--- config.mk ---
export PLATFORM = sky130hd
export DESIGN_NAME = drive_status_comparators
export DESIGN_NICKNAME = d
export VERILOG_FILES = /design/src/rtl/drive_status_comparators.v /design/src/rtl/arrival_pulse.v
export VERILOG_INCLUDE_DIRS = /design/src /design/src/rtl
export SDC_FILE = /design/constraint.sdc
export NUM_CORES = 1
export LEC_CHECK = 0
export BUFFER_PORTS_ARGS = -buffer_cell sky130_fd_sc_hd__buf_2
export CAP_MARGIN = 15
export CORE_ASPECT_RATIO = 1.5
export CORE_UTILIZATION = 65
export CTS_BUF_LIST = sky130_fd_sc_hd__clkbuf_4 sky130_fd_sc_hd__clkbuf_8 sky130_fd_sc_hd__clkbuf_16
export CTS_CLUSTER_DIAMETER = 30
export CTS_CLUSTER_SIZE = 10
export DETAILED_ROUTE_END_ITERATION = 7
export GPL_TIMING_DRIVEN = 0
export PLACE_DENSITY_LB_ADDON = 0.25
export SLEW_MARGIN = 40
export SYNTH_ARGS = -nofsm -noshare
export SYNTH_HDL_FRONTEND = slang
export SYNTH_SLANG_ARGS = --single-unit
--- constraint.sdc ---
create_clock -name ref_clk -period 14.3 [get_ports ref_clk]
set_input_delay 0 -clock ref_clk [delete_from_list [all_inputs] [get_ports ref_clk]]
set_output_delay 0 -clock ref_clk [all_outputs]
set_load 0.005 [all_outputs]
--- src/rtl/drive_status_defines.vh ---
// Constants for the drive status comparator block
// Assumes values are unsigned fixed-point in a common unit per quantity
`ifndef DRIVE_STATUS_DEFINES_VH
`define DRIVE_STATUS_DEFINES_VH

// ----------------------------------------------------------------
// Hysteresis margins, per mille of maximum frequency
// ----------------------------------------------------------------
`define ON_MARGIN_PERMILLE   10
`define OFF_MARGIN_PERMILLE  20
`define PERMILLE_FULL        1000

// ----------------------------------------------------------------
// Deviation level default, loaded while the level is zero, per mille of full scale
// ----------------------------------------------------------------
`define DEV_LEVEL_RST_PERMILLE 30

// ----------------------------------------------------------------
// Flag output polarity
// ----------------------------------------------------------------
`define FLAG_ON   1'b0
`define FLAG_OFF  1'b1

`endif

--- src/rtl/drive_status_comparators.v ---
// Status comparators of a motor drive: arrival, overload, PID deviation
// Assumes all inputs synchronous to ref_clk; outputs drive open-collector
// terminals, so every flag is active low.
// Margins and the default deviation level truncate by integer division;
// max_freq times 20 and PID_FULL_SCALE times 30 must fit in 32 bits.
`timescale 1ns/10ps
`include "drive_status_defines.vh"

module drive_status_comparators #(
    parameter FW = 16,
    parameter IW = 16,
    parameter PW = 16,
    parameter [PW-1:0] PID_FULL_SCALE = 16'h2710
) (
    // Clock and reset
    input  wire          ref_clk,
    input  wire          reset_n,
    // Frequency inputs
    input  wire [FW-1:0] out_freq,
    input  wire [FW-1:0] max_freq,
    input  wire [FW-1:0] set_frequency,
    // Frequency thresholds
    input  wire [FW-1:0] accel_threshold_a,
    input  wire [FW-1:0] accel_threshold_b,
    input  wire [FW-1:0] decel_threshold_a,
    input  wire [FW-1:0] decel_threshold_b,
    // Current inputs
    input  wire [IW-1:0] out_current,
    input  wire [IW-1:0] overload_level_one,
    input  wire [IW-1:0] overload_level_two,
    // PID inputs
    input  wire [PW-1:0] pid_setpoint,
    input  wire [PW-1:0] pid_process,
    input  wire          deviation_load,
    input  wire [PW-1:0] deviation_level,
    // Active-low flag outputs
    output reg           arrival_at_setpoint_n,
    output reg           arrival_level_a_n,
    output reg           arrival_pulse_a_n,
    output reg           arrival_level_b_n,
    output reg           arrival_pulse_b_n,
    output reg           overload_notice_one_n,
    output reg           overload_notice_two_n,
    output reg           pid_deviation_flag_n,
    // Active deviation level
    output reg  [PW-1:0] deviation_level_ff
);

    reg  [FW-1:0] prev_freq_ff;
    reg  [FW-1:0] on_margin_ff;
    reg  [FW-1:0] off_margin_ff;
    reg           setp_ff;
    reg           lvl_a_ff;
    reg           lvl_b_ff;
    reg           nxt_setp;
    reg           nxt_lvl_a;
    reg           nxt_lvl_b;
    reg  [FW:0]   sp_lo;
    reg  [FW:0]   sp_hi;
    reg  [PW-1:0] pid_err;
    reg           accelerating;
    reg           decelerating;
    reg  [FW-1:0] nxt_on_margin;
    reg  [FW-1:0] nxt_off_margin;
    reg           nxt_ovl_one;
    reg           nxt_ovl_two;
    reg           nxt_dev_flag;
    reg  [PW-1:0] nxt_dev_level;
    wire          pulse_a;
    wire          pulse_b;
    wire [31:0]   on_full;
    wire [31:0]   off_full;
    wire [31:0]   dev_full;
    wire [31:0]   on_div;
    wire [31:0]   off_div;
    wire [31:0]   dev_div;
    wire [PW-1:0] dev_rst;

    // ----------------------------------------------------------------
    // Direction from previous frequency sample
    // ----------------------------------------------------------------
    always @* begin
        // Steady frequency is neither, pulse flags then hold
        accelerating = 1'b0;
        decelerating = 1'b0;
        if (out_freq > prev_freq_ff) begin
            accelerating = 1'b1;
        end else if (out_freq < prev_freq_ff) begin
            decelerating = 1'b1;
        end
    end

    // ----------------------------------------------------------------
    // Margins from maximum frequency
    // ----------------------------------------------------------------
    assign on_full  = max_freq * `ON_MARGIN_PERMILLE;
    assign off_full = max_freq * `OFF_MARGIN_PERMILLE;
    assign on_div   = on_full / `PERMILLE_FULL;
    assign off_div  = off_full / `PERMILLE_FULL;
    assign dev_full = PID_FULL_SCALE * `DEV_LEVEL_RST_PERMILLE;
    assign dev_div  = dev_full / `PERMILLE_FULL;
    assign dev_rst  = dev_div[PW-1:0];

    // ----------------------------------------------------------------
    // Level arrival flags with hysteresis
    // ----------------------------------------------------------------
    always @* begin
        nxt_setp  = setp_ff;
        nxt_lvl_a = lvl_a_ff;
        nxt_lvl_b = lvl_b_ff;
        sp_lo = {1'b0, set_frequency} - {1'b0, on_margin_ff};
        sp_hi = {1'b0, set_frequency} + {1'b0, off_margin_ff};
        // Set frequency only; approach from below on early, off late
        if (sp_lo[FW] || {1'b0, out_freq} >= sp_lo) begin
            if ({1'b0, out_freq} <= {1'b0, set_frequency}
                + {1'b0, on_margin_ff}) begin
                nxt_setp = 1'b1;
            end
        end
        if (!sp_lo[FW] && {1'b0, out_freq} + {1'b0, off_margin_ff}
            < {1'b0, set_frequency}) begin
            nxt_setp = 1'b0;
        end else if ({1'b0, out_freq} > sp_hi) begin
            nxt_setp = 1'b0;
        end
        // Paired thresholds, margins shared by all arrival flags
        if ({1'b0, out_freq} + {1'b0, on_margin_ff}
            >= {1'b0, accel_threshold_a}) begin
            nxt_lvl_a = 1'b1;
        end else if ({1'b0, out_freq} + {1'b0, off_margin_ff}
                     < {1'b0, decel_threshold_a}) begin
            nxt_lvl_a = 1'b0;
        end
        if ({1'b0, out_freq} + {1'b0, on_margin_ff}
            >= {1'b0, accel_threshold_b}) begin
            nxt_lvl_b = 1'b1;
        end else if ({1'b0, out_freq} + {1'b0, off_margin_ff}
                     < {1'b0, decel_threshold_b}) begin
            nxt_lvl_b = 1'b0;
        end
    end

    // ----------------------------------------------------------------
    // PID error magnitude
    // ----------------------------------------------------------------
    always @* begin
        if (pid_setpoint >= pid_process) begin
            pid_err = pid_setpoint - pid_process;
        end else begin
            pid_err = pid_process - pid_setpoint;
        end
    end

    // ----------------------------------------------------------------
    // Pulse arrival flags
    // ----------------------------------------------------------------
    arrival_pulse #(
        .W (FW)
    ) u_pulse_a (
        .ref_clk      (ref_clk),
        .reset_n      (reset_n),
        .out_freq     (out_freq),
        .on_margin    (on_margin_ff),
        .off_margin   (off_margin_ff),
        .accelerating (accelerating),
        .decelerating (decelerating),
        .accel_thr    (accel_threshold_a),
        .decel_thr    (decel_threshold_a),
        .pulse_ff     (pulse_a)
    );

    arrival_pulse #(
        .W (FW)
    ) u_pulse_b (
        .ref_clk      (ref_clk),
        .reset_n      (reset_n),
        .out_freq     (out_freq),
        .on_margin    (on_margin_ff),
        .off_margin   (off_margin_ff),
        .accelerating (accelerating),
        .decelerating (decelerating),
        .accel_thr    (accel_threshold_b),
        .decel_thr    (decel_threshold_b),
        .pulse_ff     (pulse_b)
    );

    // ----------------------------------------------------------------
    // Margin values
    // ----------------------------------------------------------------
    always @* begin
        nxt_on_margin  = on_div[FW-1:0];
        nxt_off_margin = off_div[FW-1:0];
    end

    // ----------------------------------------------------------------
    // Direction and margin registers
    // ----------------------------------------------------------------
    always @(posedge ref_clk) begin
        if (!reset_n) begin
            prev_freq_ff  <= {FW{1'b0}};
            on_margin_ff  <= {FW{1'b0}};
            off_margin_ff <= {FW{1'b0}};
        end else begin
            prev_freq_ff  <= out_freq;
            on_margin_ff  <= nxt_on_margin;
            off_margin_ff <= nxt_off_margin;
        end
    end

    // ----------------------------------------------------------------
    // Level arrival state
    // ----------------------------------------------------------------
    always @(posedge ref_clk) begin
        if (!reset_n) begin
            setp_ff  <= 1'b0;
            lvl_a_ff <= 1'b0;
            lvl_b_ff <= 1'b0;
        end else begin
            setp_ff  <= nxt_setp;
            lvl_a_ff <= nxt_lvl_a;
            lvl_b_ff <= nxt_lvl_b;
        end
    end

    // ----------------------------------------------------------------
    // Overload notice, next state
    // ----------------------------------------------------------------
    always @* begin
        nxt_ovl_one = ~overload_notice_one_n;
        // Magnitude only, so regen braking counts as well
        if (out_current > overload_level_one) begin
            nxt_ovl_one = 1'b1;
        end else if (out_current < overload_level_one) begin
            nxt_ovl_one = 1'b0;
        end
    end

    always @* begin
        nxt_ovl_two = ~overload_notice_two_n;
        // Equal current holds the previous state
        if (out_current > overload_level_two) begin
            nxt_ovl_two = 1'b1;
        end else if (out_current < overload_level_two) begin
            nxt_ovl_two = 1'b0;
        end
    end

    // ----------------------------------------------------------------
    // Deviation level and flag, next state
    // ----------------------------------------------------------------
    always @* begin
        nxt_dev_level = deviation_level_ff;
        nxt_dev_flag  = ~pid_deviation_flag_n;
        // Zero level falls back to the default
        if (deviation_load) begin
            nxt_dev_level = deviation_level;
        end else if (deviation_level_ff == {PW{1'b0}}) begin
            nxt_dev_level = dev_rst;
        end
        if (pid_err > deviation_level_ff) begin
            nxt_dev_flag = 1'b1;
        end else if (pid_err < deviation_level_ff) begin
            nxt_dev_flag = 1'b0;
        end
    end

    // ----------------------------------------------------------------
    // Deviation level register
    // ----------------------------------------------------------------
    always @(posedge ref_clk) begin
        if (!reset_n) begin
            deviation_level_ff <= {PW{1'b0}};
        end else begin
            deviation_level_ff <= nxt_dev_level;
        end
    end

    // ----------------------------------------------------------------
    // Arrival flag outputs
    // ----------------------------------------------------------------
    always @(posedge ref_clk) begin
        if (!reset_n) begin
            arrival_at_setpoint_n <= `FLAG_OFF;
            arrival_level_a_n     <= `FLAG_OFF;
            arrival_pulse_a_n     <= `FLAG_OFF;
            arrival_level_b_n     <= `FLAG_OFF;
            arrival_pulse_b_n     <= `FLAG_OFF;
        end else begin
            arrival_at_setpoint_n <= ~setp_ff;
            arrival_level_a_n     <= ~lvl_a_ff;
            arrival_pulse_a_n     <= ~pulse_a;
            arrival_level_b_n     <= ~lvl_b_ff;
            arrival_pulse_b_n     <= ~pulse_b;
        end
    end

    // ----------------------------------------------------------------
    // Overload outputs
    // ----------------------------------------------------------------
    always @(posedge ref_clk) begin
        if (!reset_n) begin
            overload_notice_one_n <= `FLAG_OFF;
            overload_notice_two_n <= `FLAG_OFF;
        end else begin
            overload_notice_one_n <= ~nxt_ovl_one;
            overload_notice_two_n <= ~nxt_ovl_two;
        end
    end

    // ----------------------------------------------------------------
    // Deviation output
    // ----------------------------------------------------------------
    always @(posedge ref_clk) begin
        if (!reset_n) begin
            pid_deviation_flag_n <= `FLAG_OFF;
        end else begin
            pid_deviation_flag_n <= ~nxt_dev_flag;
        end
    end

endmodule

--- src/rtl/arrival_pulse.v ---
// Pulse-type frequency arrival detector around one threshold pair
// Assumes accel/decel direction flags from the enclosing block
`timescale 1ns/10ps

module arrival_pulse #(
    parameter W = 16
) (
    // Clock and reset
    input  wire         ref_clk,
    input  wire         reset_n,
    // Frequency and margins
    input  wire [W-1:0] out_freq,
    input  wire [W-1:0] on_margin,
    input  wire [W-1:0] off_margin,
    input  wire         accelerating,
    input  wire         decelerating,
    // Thresholds
    input  wire [W-1:0] accel_thr,
    input  wire [W-1:0] decel_thr,
    // Flag, active high internally
    output reg          pulse_ff
);

    reg nxt_pulse;
    reg [W:0] lo_a;
    reg [W:0] hi_a;
    reg [W:0] lo_d;
    reg [W:0] hi_d;

    // ----------------------------------------------------------------
    // On early by on margin, off late by off margin
    // ----------------------------------------------------------------
    always @* begin
        nxt_pulse = pulse_ff;
        lo_a = {1'b0, accel_thr} - {1'b0, on_margin};
        hi_a = {1'b0, accel_thr} + {1'b0, off_margin};
        lo_d = {1'b0, decel_thr} - {1'b0, off_margin};
        hi_d = {1'b0, decel_thr} + {1'b0, on_margin};
        if (accelerating) begin
            // Window on rising pass of accel threshold
            if (!pulse_ff && (lo_a[W] || {1'b0, out_freq} >= lo_a)
                && {1'b0, out_freq} <= hi_a) begin
                nxt_pulse = 1'b1;
            end else if ({1'b0, out_freq} > hi_a || (lo_a[W] == 1'b0
                         && {1'b0, out_freq} < lo_a)) begin
                nxt_pulse = 1'b0;
            end
        end else if (decelerating) begin
            if (!pulse_ff && {1'b0, out_freq} <= hi_d
                && (lo_d[W] || {1'b0, out_freq} >= lo_d)) begin
                nxt_pulse = 1'b1;
            end else if ((!lo_d[W] && {1'b0, out_freq} < lo_d)
                         || {1'b0, out_freq} > hi_d) begin
                nxt_pulse = 1'b0;
            end
        end
    end

    always @(posedge ref_clk) begin
        if (!reset_n) begin
            pulse_ff <= 1'b0;
        end else begin
            pulse_ff <= nxt_pulse;
        end
    end

endmodule

## Word level (Yosys, flattened, before mapping)

Cells that the tools add are included.

| cells by class | value |
|---|---|
| mux-type cells | 28 |
| bitwise gates (word level) | 14 |
| $mul | 2 |
| add/subtract/negate cells | 15 |
| $lt $le $gt $ge | 33 |
| reduce and logical (&&, ||, !) cells | 38 |
| eq/ne operators | 2 |
| div/mod/pow operators | 2 |

Operator list:

| kind | count |
|---|---|
| $add 16x16->17 | 8 |
| $ge 16x17->1 | 5 |
| $gt 16x17->1 | 5 |
| $le 16x17->1 | 5 |
| $sub 16x16->17 | 5 |
| $lt 16x17->1 | 4 |
| $gt 16x16->1 | 4 |
| $lt 16x16->1 | 4 |
| $lt 17x16->1 | 3 |
| $mux 16 | 3 |
| $mul 16x3->19 const B | 2 |
| $ge 17x16->1 | 2 |
| $div 20x10->32 const B | 1 |
| $div 21x10->32 const B | 1 |
| $sub 16x16->16 | 2 |
| $mux 1 | 25 |
| $ge 16x16->1 | 1 |
| $logic_not 16->1 | 1 |
| $not 1->1 | 14 |
| $logic_and 1x1->1 | 13 |
| $logic_or 1x1->1 | 9 |
| $reduce_bool 2->1 | 4 |
| $ne 3x1->1 const B | 2 |
| $reduce_and 3->1 | 2 |
| other kinds (4) | 9 |

| storage, ports and cells | value |
|---|---|
| flip-flop bits (word level) | 77 |
| output and inout port bits | 24 |
| bits of input ports | 211 |

## Logic depth before layout (Yosys ltp)

| logic depth | value |
|---|---|
| depth after elaboration | 8 |
| depth in mapped cells | 36 |

## By module

From an unflattened synthesis, not the netlist that was laid out.

| second synthesis, totals | value |
|---|---|
| cell total of the unflattened synthesis | 3011 |
| area total of the unflattened synthesis | 22784.4 µm² |

Modules (own cells, without submodules):

| module | cells each | area each (µm²) | instances |
|---|---|---|---|
| drive_status_comparators | 1862 | 14127.3 | 1 |
| arrival_pulse (u_pulse_b) | 574 | 4349.2 | 1 |
| arrival_pulse (u_pulse_a) | 575 | 4307.9 | 1 |

## Worst setup path before layout

Ideal clock, no wire load.

| timing | value |
|---|---|
| kind | in2reg |
| from | input port max_freq[1] |
| to | register off_margin_ff[0] |
| library setup time | 86 ps |
| required time | 14214 ps |
| stages on the path | 34 |
| path slack | 6009 ps |
| data arrival time | 8205 ps |
| path through | ha_1 > ha_1 > fa_1 > a21oi_1 > nor2_1 > o211ai_2 > a21boi_1 > or4_1 > clkbuf_1 > a31oi_1 > a22oi_1 > a311o_1 > a2111oi_4 > a311oi_1 > or4b_4 > a21oi_4 > nor2_2 > buf_2 > or4_1 > o211ai_1 > a21boi_1 > nor2_1 > a21boi_4 > or3_1 > o311ai_0 > a21boi_2 > a22oi_4 > o31a_1 > and2_4 > o32a_1 > a21oi_1 > o21ai_1 > a2111o_1 > a211oi_1 |

| between the ends | value |
|---|---|
| cells in the longest elaborated chain, start to end | 2 |

RTL lines:

| item | line | source |
|---|---|---|
| start: declaration | drive_status_comparators.v:20 | `input wire [FW-1:0] max_freq,` |
| $mul 16x3->19 (no source line) | - |  |
| $div 21x10->32 (no source line) | - |  |
| end signal: assignment | drive_status_comparators.v:202 | `off_margin_ff <= {FW{1'b0}};` |
| end signal: assignment | drive_status_comparators.v:206 | `off_margin_ff <= nxt_off_margin;` |
| end: declaration | drive_status_comparators.v:51 | `reg [FW-1:0] off_margin_ff;` |

No other way between the ends.
A chain may end at the register's enable or synchronous reset.

## Worst setup path in the final report

Same ends and word-level chain as after synthesis.

==> summary.md <==
| Metric | Value |
|---|---|
| Outcome | `finished, final reports clean` |
| Top FF cell, synth | `sky130_fd_sc_hd__dfxtp_1` |
| Post-cts resize count | `0` |
| Tmin final | `10.04 ns` |
| PD cells | `171.3 mW/mm^2` |
| Cell area after synthesis | `0.02091 mm^2` |
| Transition time of the tightest slew-check pin | `0.8125 ns` |
| Number of clock sinks seen by CTS | `68` |
| MaxCap Viol Count | `0` |
| Instance area after placement | `0.02258 mm^2` |
| Most common cell after layout, fill and taps aside | `sky130_fd_sc_hd__ha_1` |
| Cells after synthesis | `2735` |
| Post-DRT Antenna Nets | `0` |
| Area of the die | `0.03291 mm^2` |
| Sw Pwr | `2.174 mW` |
| Global-route wire length before repair | `104000 um` |
| Signed area change from the synthesized netlist to the final layout | `10.15%` |
| Via count | `21660` |
| Largest delay contributor family on the critical path | `compound AO/OA/AOI/OAI gates` |
| Highest-count cells in the layout ignoring fill and taps | `525 x sky130_fd_sc_hd__ha_1, 337 x sky130_fd_sc_hd__inv_1, 276 x sky130_fd_sc_hd__a21oi_1, 239 x sky130_fd_sc_hd__buf_2, 185 x sky130_fd_sc_hd__xnor2_1` |
| Final cell count without fillers | `3407` |
| Combinational power share | `86.5%` |
| Number of max-slew violations in the final report | `0` |
| Cell count along the critical path | `33` |
| Top fanout value on the critical path | `10` |
| Final Routed Wirelength | `65760 um` |
| Vias per inst | `6.356` |
| Cell count after placement | `3375` |
| Count of antenna diodes in the layout | `0` |
| Crit Path Category | `input pin to flop` |
| Clock input transition at the sequential cells of the worst setup and hold paths | `0.06 ns` |
| Static Leakage | `11.73 nW` |
| Most area-hungry cell type in the Yosys netlist | `sky130_fd_sc_hd__ha_1` |
| Final core area utilization | `72.59%` |
| Number of antenna violations at the first check in global routing | `4` |
| Fraction of final layout cells sized beyond drive strength 1 | `10.21%` |
| Root buffer selected by CTS | `sky130_fd_sc_hd__clkbuf_16` |
| # fillers | `2593` |
| Reg2reg path depth | `24` |
| Dominant cell type by count on the critical path | `sky130_fd_sc_hd__a21oi_1` |
| F_max | `99.64 MHz` |
| Multi-input gate area | `0.01809 mm^2` |
| Max H-tree Level | `3` |
| PortBufs | `229` |
| Setup TNS | `0 ns` |
| FF/Latch Area | `0.001361 mm^2` |
| Final setup violation count | `0` |
| Slowest stage delay, CP | `0.75 ns` |
| Required time at the worst-slack endpoint | `14.55 ns` |
| Final worst clock skew | `0.008788 ns` |
| Startpoint kind of the worst setup timing path | `input pin` |
| Sequential share of power | `8.2%` |
| Number of register bits inferred by synthesis | `68` |
| Final HPWL from detailed placement | `53810 um` |
| Final clock period utilization by the worst path | `70.19%` |
| Final design area excluding fillers | `0.02303 mm^2` |
| Switching share of total power | `55.10%` |
| Overall die height | `221.7 um` |
| Sequential cell area fraction in the yosys report | `6.510%` |
| Global route total overflow | `0` |
| Destination of the worst register-to-register timing path | `setp_ff$_SDFFE_PP0P_` |
| Share of total power in the clock network | `5.3%` |
| Routed wire per std cell | `19.30 um` |
| Initial core utilization | `65.90%` |
| Worst EP arrival | `10.29 ns` |
| Type of destination of the critical path | `flop` |
| Worst slew margin relative to its limit | `44.28%` |
| Number of synthesized flops with an enable pin | `0` |
| Proportion of register bits with asynchronous set or reset after synthesis | `0%` |
| Max Root-Sink Buffers | `2` |
| Maximum VDD drop | `399.8 uV` |
| Global placer's final weighted congestion | `0.9769` |
| Critical path buffers and inverters | `1` |
| Setup repair after global routing missed its margin | `no` |
| Fin Hold WS | `0.06042 ns` |
| Standard cell with the maximum stage delay on the critical path | `sky130_fd_sc_hd__o32ai_1` |
| Via count of the first global-routing pass | `21930` |
| Total global-route track usage | `39.66%` |
| Launch point of the critical path | `max_freq[1]` |
| Share of the synthesized area in the top cell type | `31.41%` |
| PnR worst setup slack | `4.263 ns` |
| Crit Reg-Reg Startpoint | `on_margin_ff[1]$_SDFF_PN0_` |
| End point of the critical path | `off_margin_ff[0]$_SDFF_PN0_` |
| Ranking of synthesized cells by area | `sky130_fd_sc_hd__ha_1 31%, sky130_fd_sc_hd__xnor2_1 7.8%, sky130_fd_sc_hd__a21oi_1 6.6%, sky130_fd_sc_hd__dfxtp_1 6.5%, sky130_fd_sc_hd__inv_1 6.0%` |
| Site row count | `80` |
| Pint | `1.772 mW` |
| Total power of the final layout | `3.946 mW` |
| Reg-to-reg slack, setup | `8.45 ns` |
| Area of the core region | `0.03173 mm^2` |
| Warnings from Yosys | `0` |
| Clock insertion delay at the later pin of the skew report | `0.35 ns` |
| Avg Inst Size Synth | `7.646 um^2` |
| Min-delay worst type | `input pin to flop` |
| TritonRoute pass-1 iters | `6` |
| I/O pins | `235` |
| Final Hold Vio Count | `0` |
| Total CTS buffers | `9` |
| Net count of the finished layout | `3744` |
| Largest net degree at the start of global routing | `19` |
| Worst setup slack before clock tree synthesis | `4.293 ns` |
| Initial DRC Count | `1379` |
| CTS tree | `built` |
| Drt drc | `0` |
| Post-synthesis cell type count | `97` |
| Die Span X | `148.5 um` |
## cell usage after synthesis (7+ instances only)
| cell type | number |
|---|---|
| sky130_fd_sc_hd__a211o_1 | 11 |
| sky130_fd_sc_hd__a211oi_1 | 21 |
| sky130_fd_sc_hd__a21o_1 | 101 |
| sky130_fd_sc_hd__a21oi_1 | 276 |
| sky130_fd_sc_hd__a22oi_1 | 12 |
| sky130_fd_sc_hd__a41oi_1 | 7 |
| sky130_fd_sc_hd__and2_1 | 31 |
| sky130_fd_sc_hd__and3_1 | 12 |
| sky130_fd_sc_hd__buf_2 | 10 |
| sky130_fd_sc_hd__clkbuf_1 | 36 |
| sky130_fd_sc_hd__dfxtp_1 | 68 |
| sky130_fd_sc_hd__fa_1 | 16 |
| sky130_fd_sc_hd__ha_1 | 525 |
| sky130_fd_sc_hd__inv_1 | 337 |
| sky130_fd_sc_hd__mux2i_1 | 23 |
| sky130_fd_sc_hd__nand2_1 | 77 |
| sky130_fd_sc_hd__nand2b_1 | 79 |
| sky130_fd_sc_hd__nand3_1 | 55 |
| sky130_fd_sc_hd__nand4_1 | 75 |
| sky130_fd_sc_hd__nor2_1 | 138 |
| sky130_fd_sc_hd__nor2b_1 | 74 |
| sky130_fd_sc_hd__nor3_1 | 34 |
| sky130_fd_sc_hd__nor4_1 | 27 |
| sky130_fd_sc_hd__o211a_1 | 7 |
| sky130_fd_sc_hd__o211ai_1 | 18 |
| sky130_fd_sc_hd__o21a_1 | 29 |
| sky130_fd_sc_hd__o21ai_0 | 168 |
| sky130_fd_sc_hd__o21bai_1 | 79 |
| sky130_fd_sc_hd__o31ai_1 | 10 |
| sky130_fd_sc_hd__or3_1 | 10 |
| sky130_fd_sc_hd__xnor2_1 | 186 |
| sky130_fd_sc_hd__xor2_1 | 31 |
## power groups by stage
stage | Combinational, mW | Sequential (mW) | Clock (mW)
final | 3.41 | 0.325 | 0.208
after CTS | 3.35 | 0.314 | 0.209
after floorplan | 2.59 | 0.258 | 0
after global placement | 3.18 | 0.317 | 0
after global routing | 3.81 | 0.319 | 0.215
after detailed placement | 3.33 | 0.318 | 0
## cells by family after synthesis
group	after synthesis	synth area share [%]
fa+ha+maj	543	33.05
mux	30	1.496
flops	68	6.510
other cells	1	0.01793
buf+inv	388	7.096
xor+xnor	217	9.089
simple gates	644	16.44
compound gates	844	26.31
## tightest hold or removal path: cells and delay by family
family | cells | cell delay, ns
buffers and inverters | 1 | 0.15
multiplexers | 1 | 0.15
AND/OR/NAND/NOR | 1 | 0.08
## how the worst min path moves through the flow
stage                             start                                   to  slack, ns  depth (start not counted)
floorplan                  out_freq[11]          prev_freq_ff[11]$_SDFF_PN0_       0.12                          1
global placement     deviation_level[9]   deviation_level_ff[9]$_SDFFE_PN0P_       0.24                          3
detailed placement  deviation_level[15]  deviation_level_ff[15]$_SDFFE_PN0P_       0.25                          3
CTS                      deviation_load   deviation_level_ff[0]$_SDFFE_PN0P_       0.05                          3
global route                    reset_n   deviation_level_ff[3]$_SDFFE_PN0P_       0.09                          3
finish                   deviation_load   deviation_level_ff[0]$_SDFFE_PN0P_       0.06                          3
## per-layer routing
layer / wire length [um] / vias to the layer above / GRT usage [%]
li1: - / 10390 / -
met1: 23620 / 10030 / 38.87
met2: 31540 / 864 / 70.03
met3: 3764 / 373 / 6.420
met4: 6773 / 8 / 37.18
met5: 66 / - / 0
## timing repair
item                      4_1_cts  5_1_grt
hold endpoints to repair       16        0
setup buffers                   0        0
hold buffers                   16        0
## final cells by class
cell class	count	share of cell area, %
Buffer	49	0.9234
Clock buffer	9	0.9777
Clock inverter	7	0.2173
Inverter	339	5.524
Multi-Input combinational cell	2280	78.55
Sequential cell	68	5.910
Tap cell	410	2.227
Timing Repair Buffer	245	5.671
## state kept, by name, summed over array words and instances, names as in the netlist, 11 cells and up
register and count:
off_margin_ff 12, deviation_level_ff 16, prev_freq_ff 16, on_margin_ff 11
(Power assumes the default switching activity.)
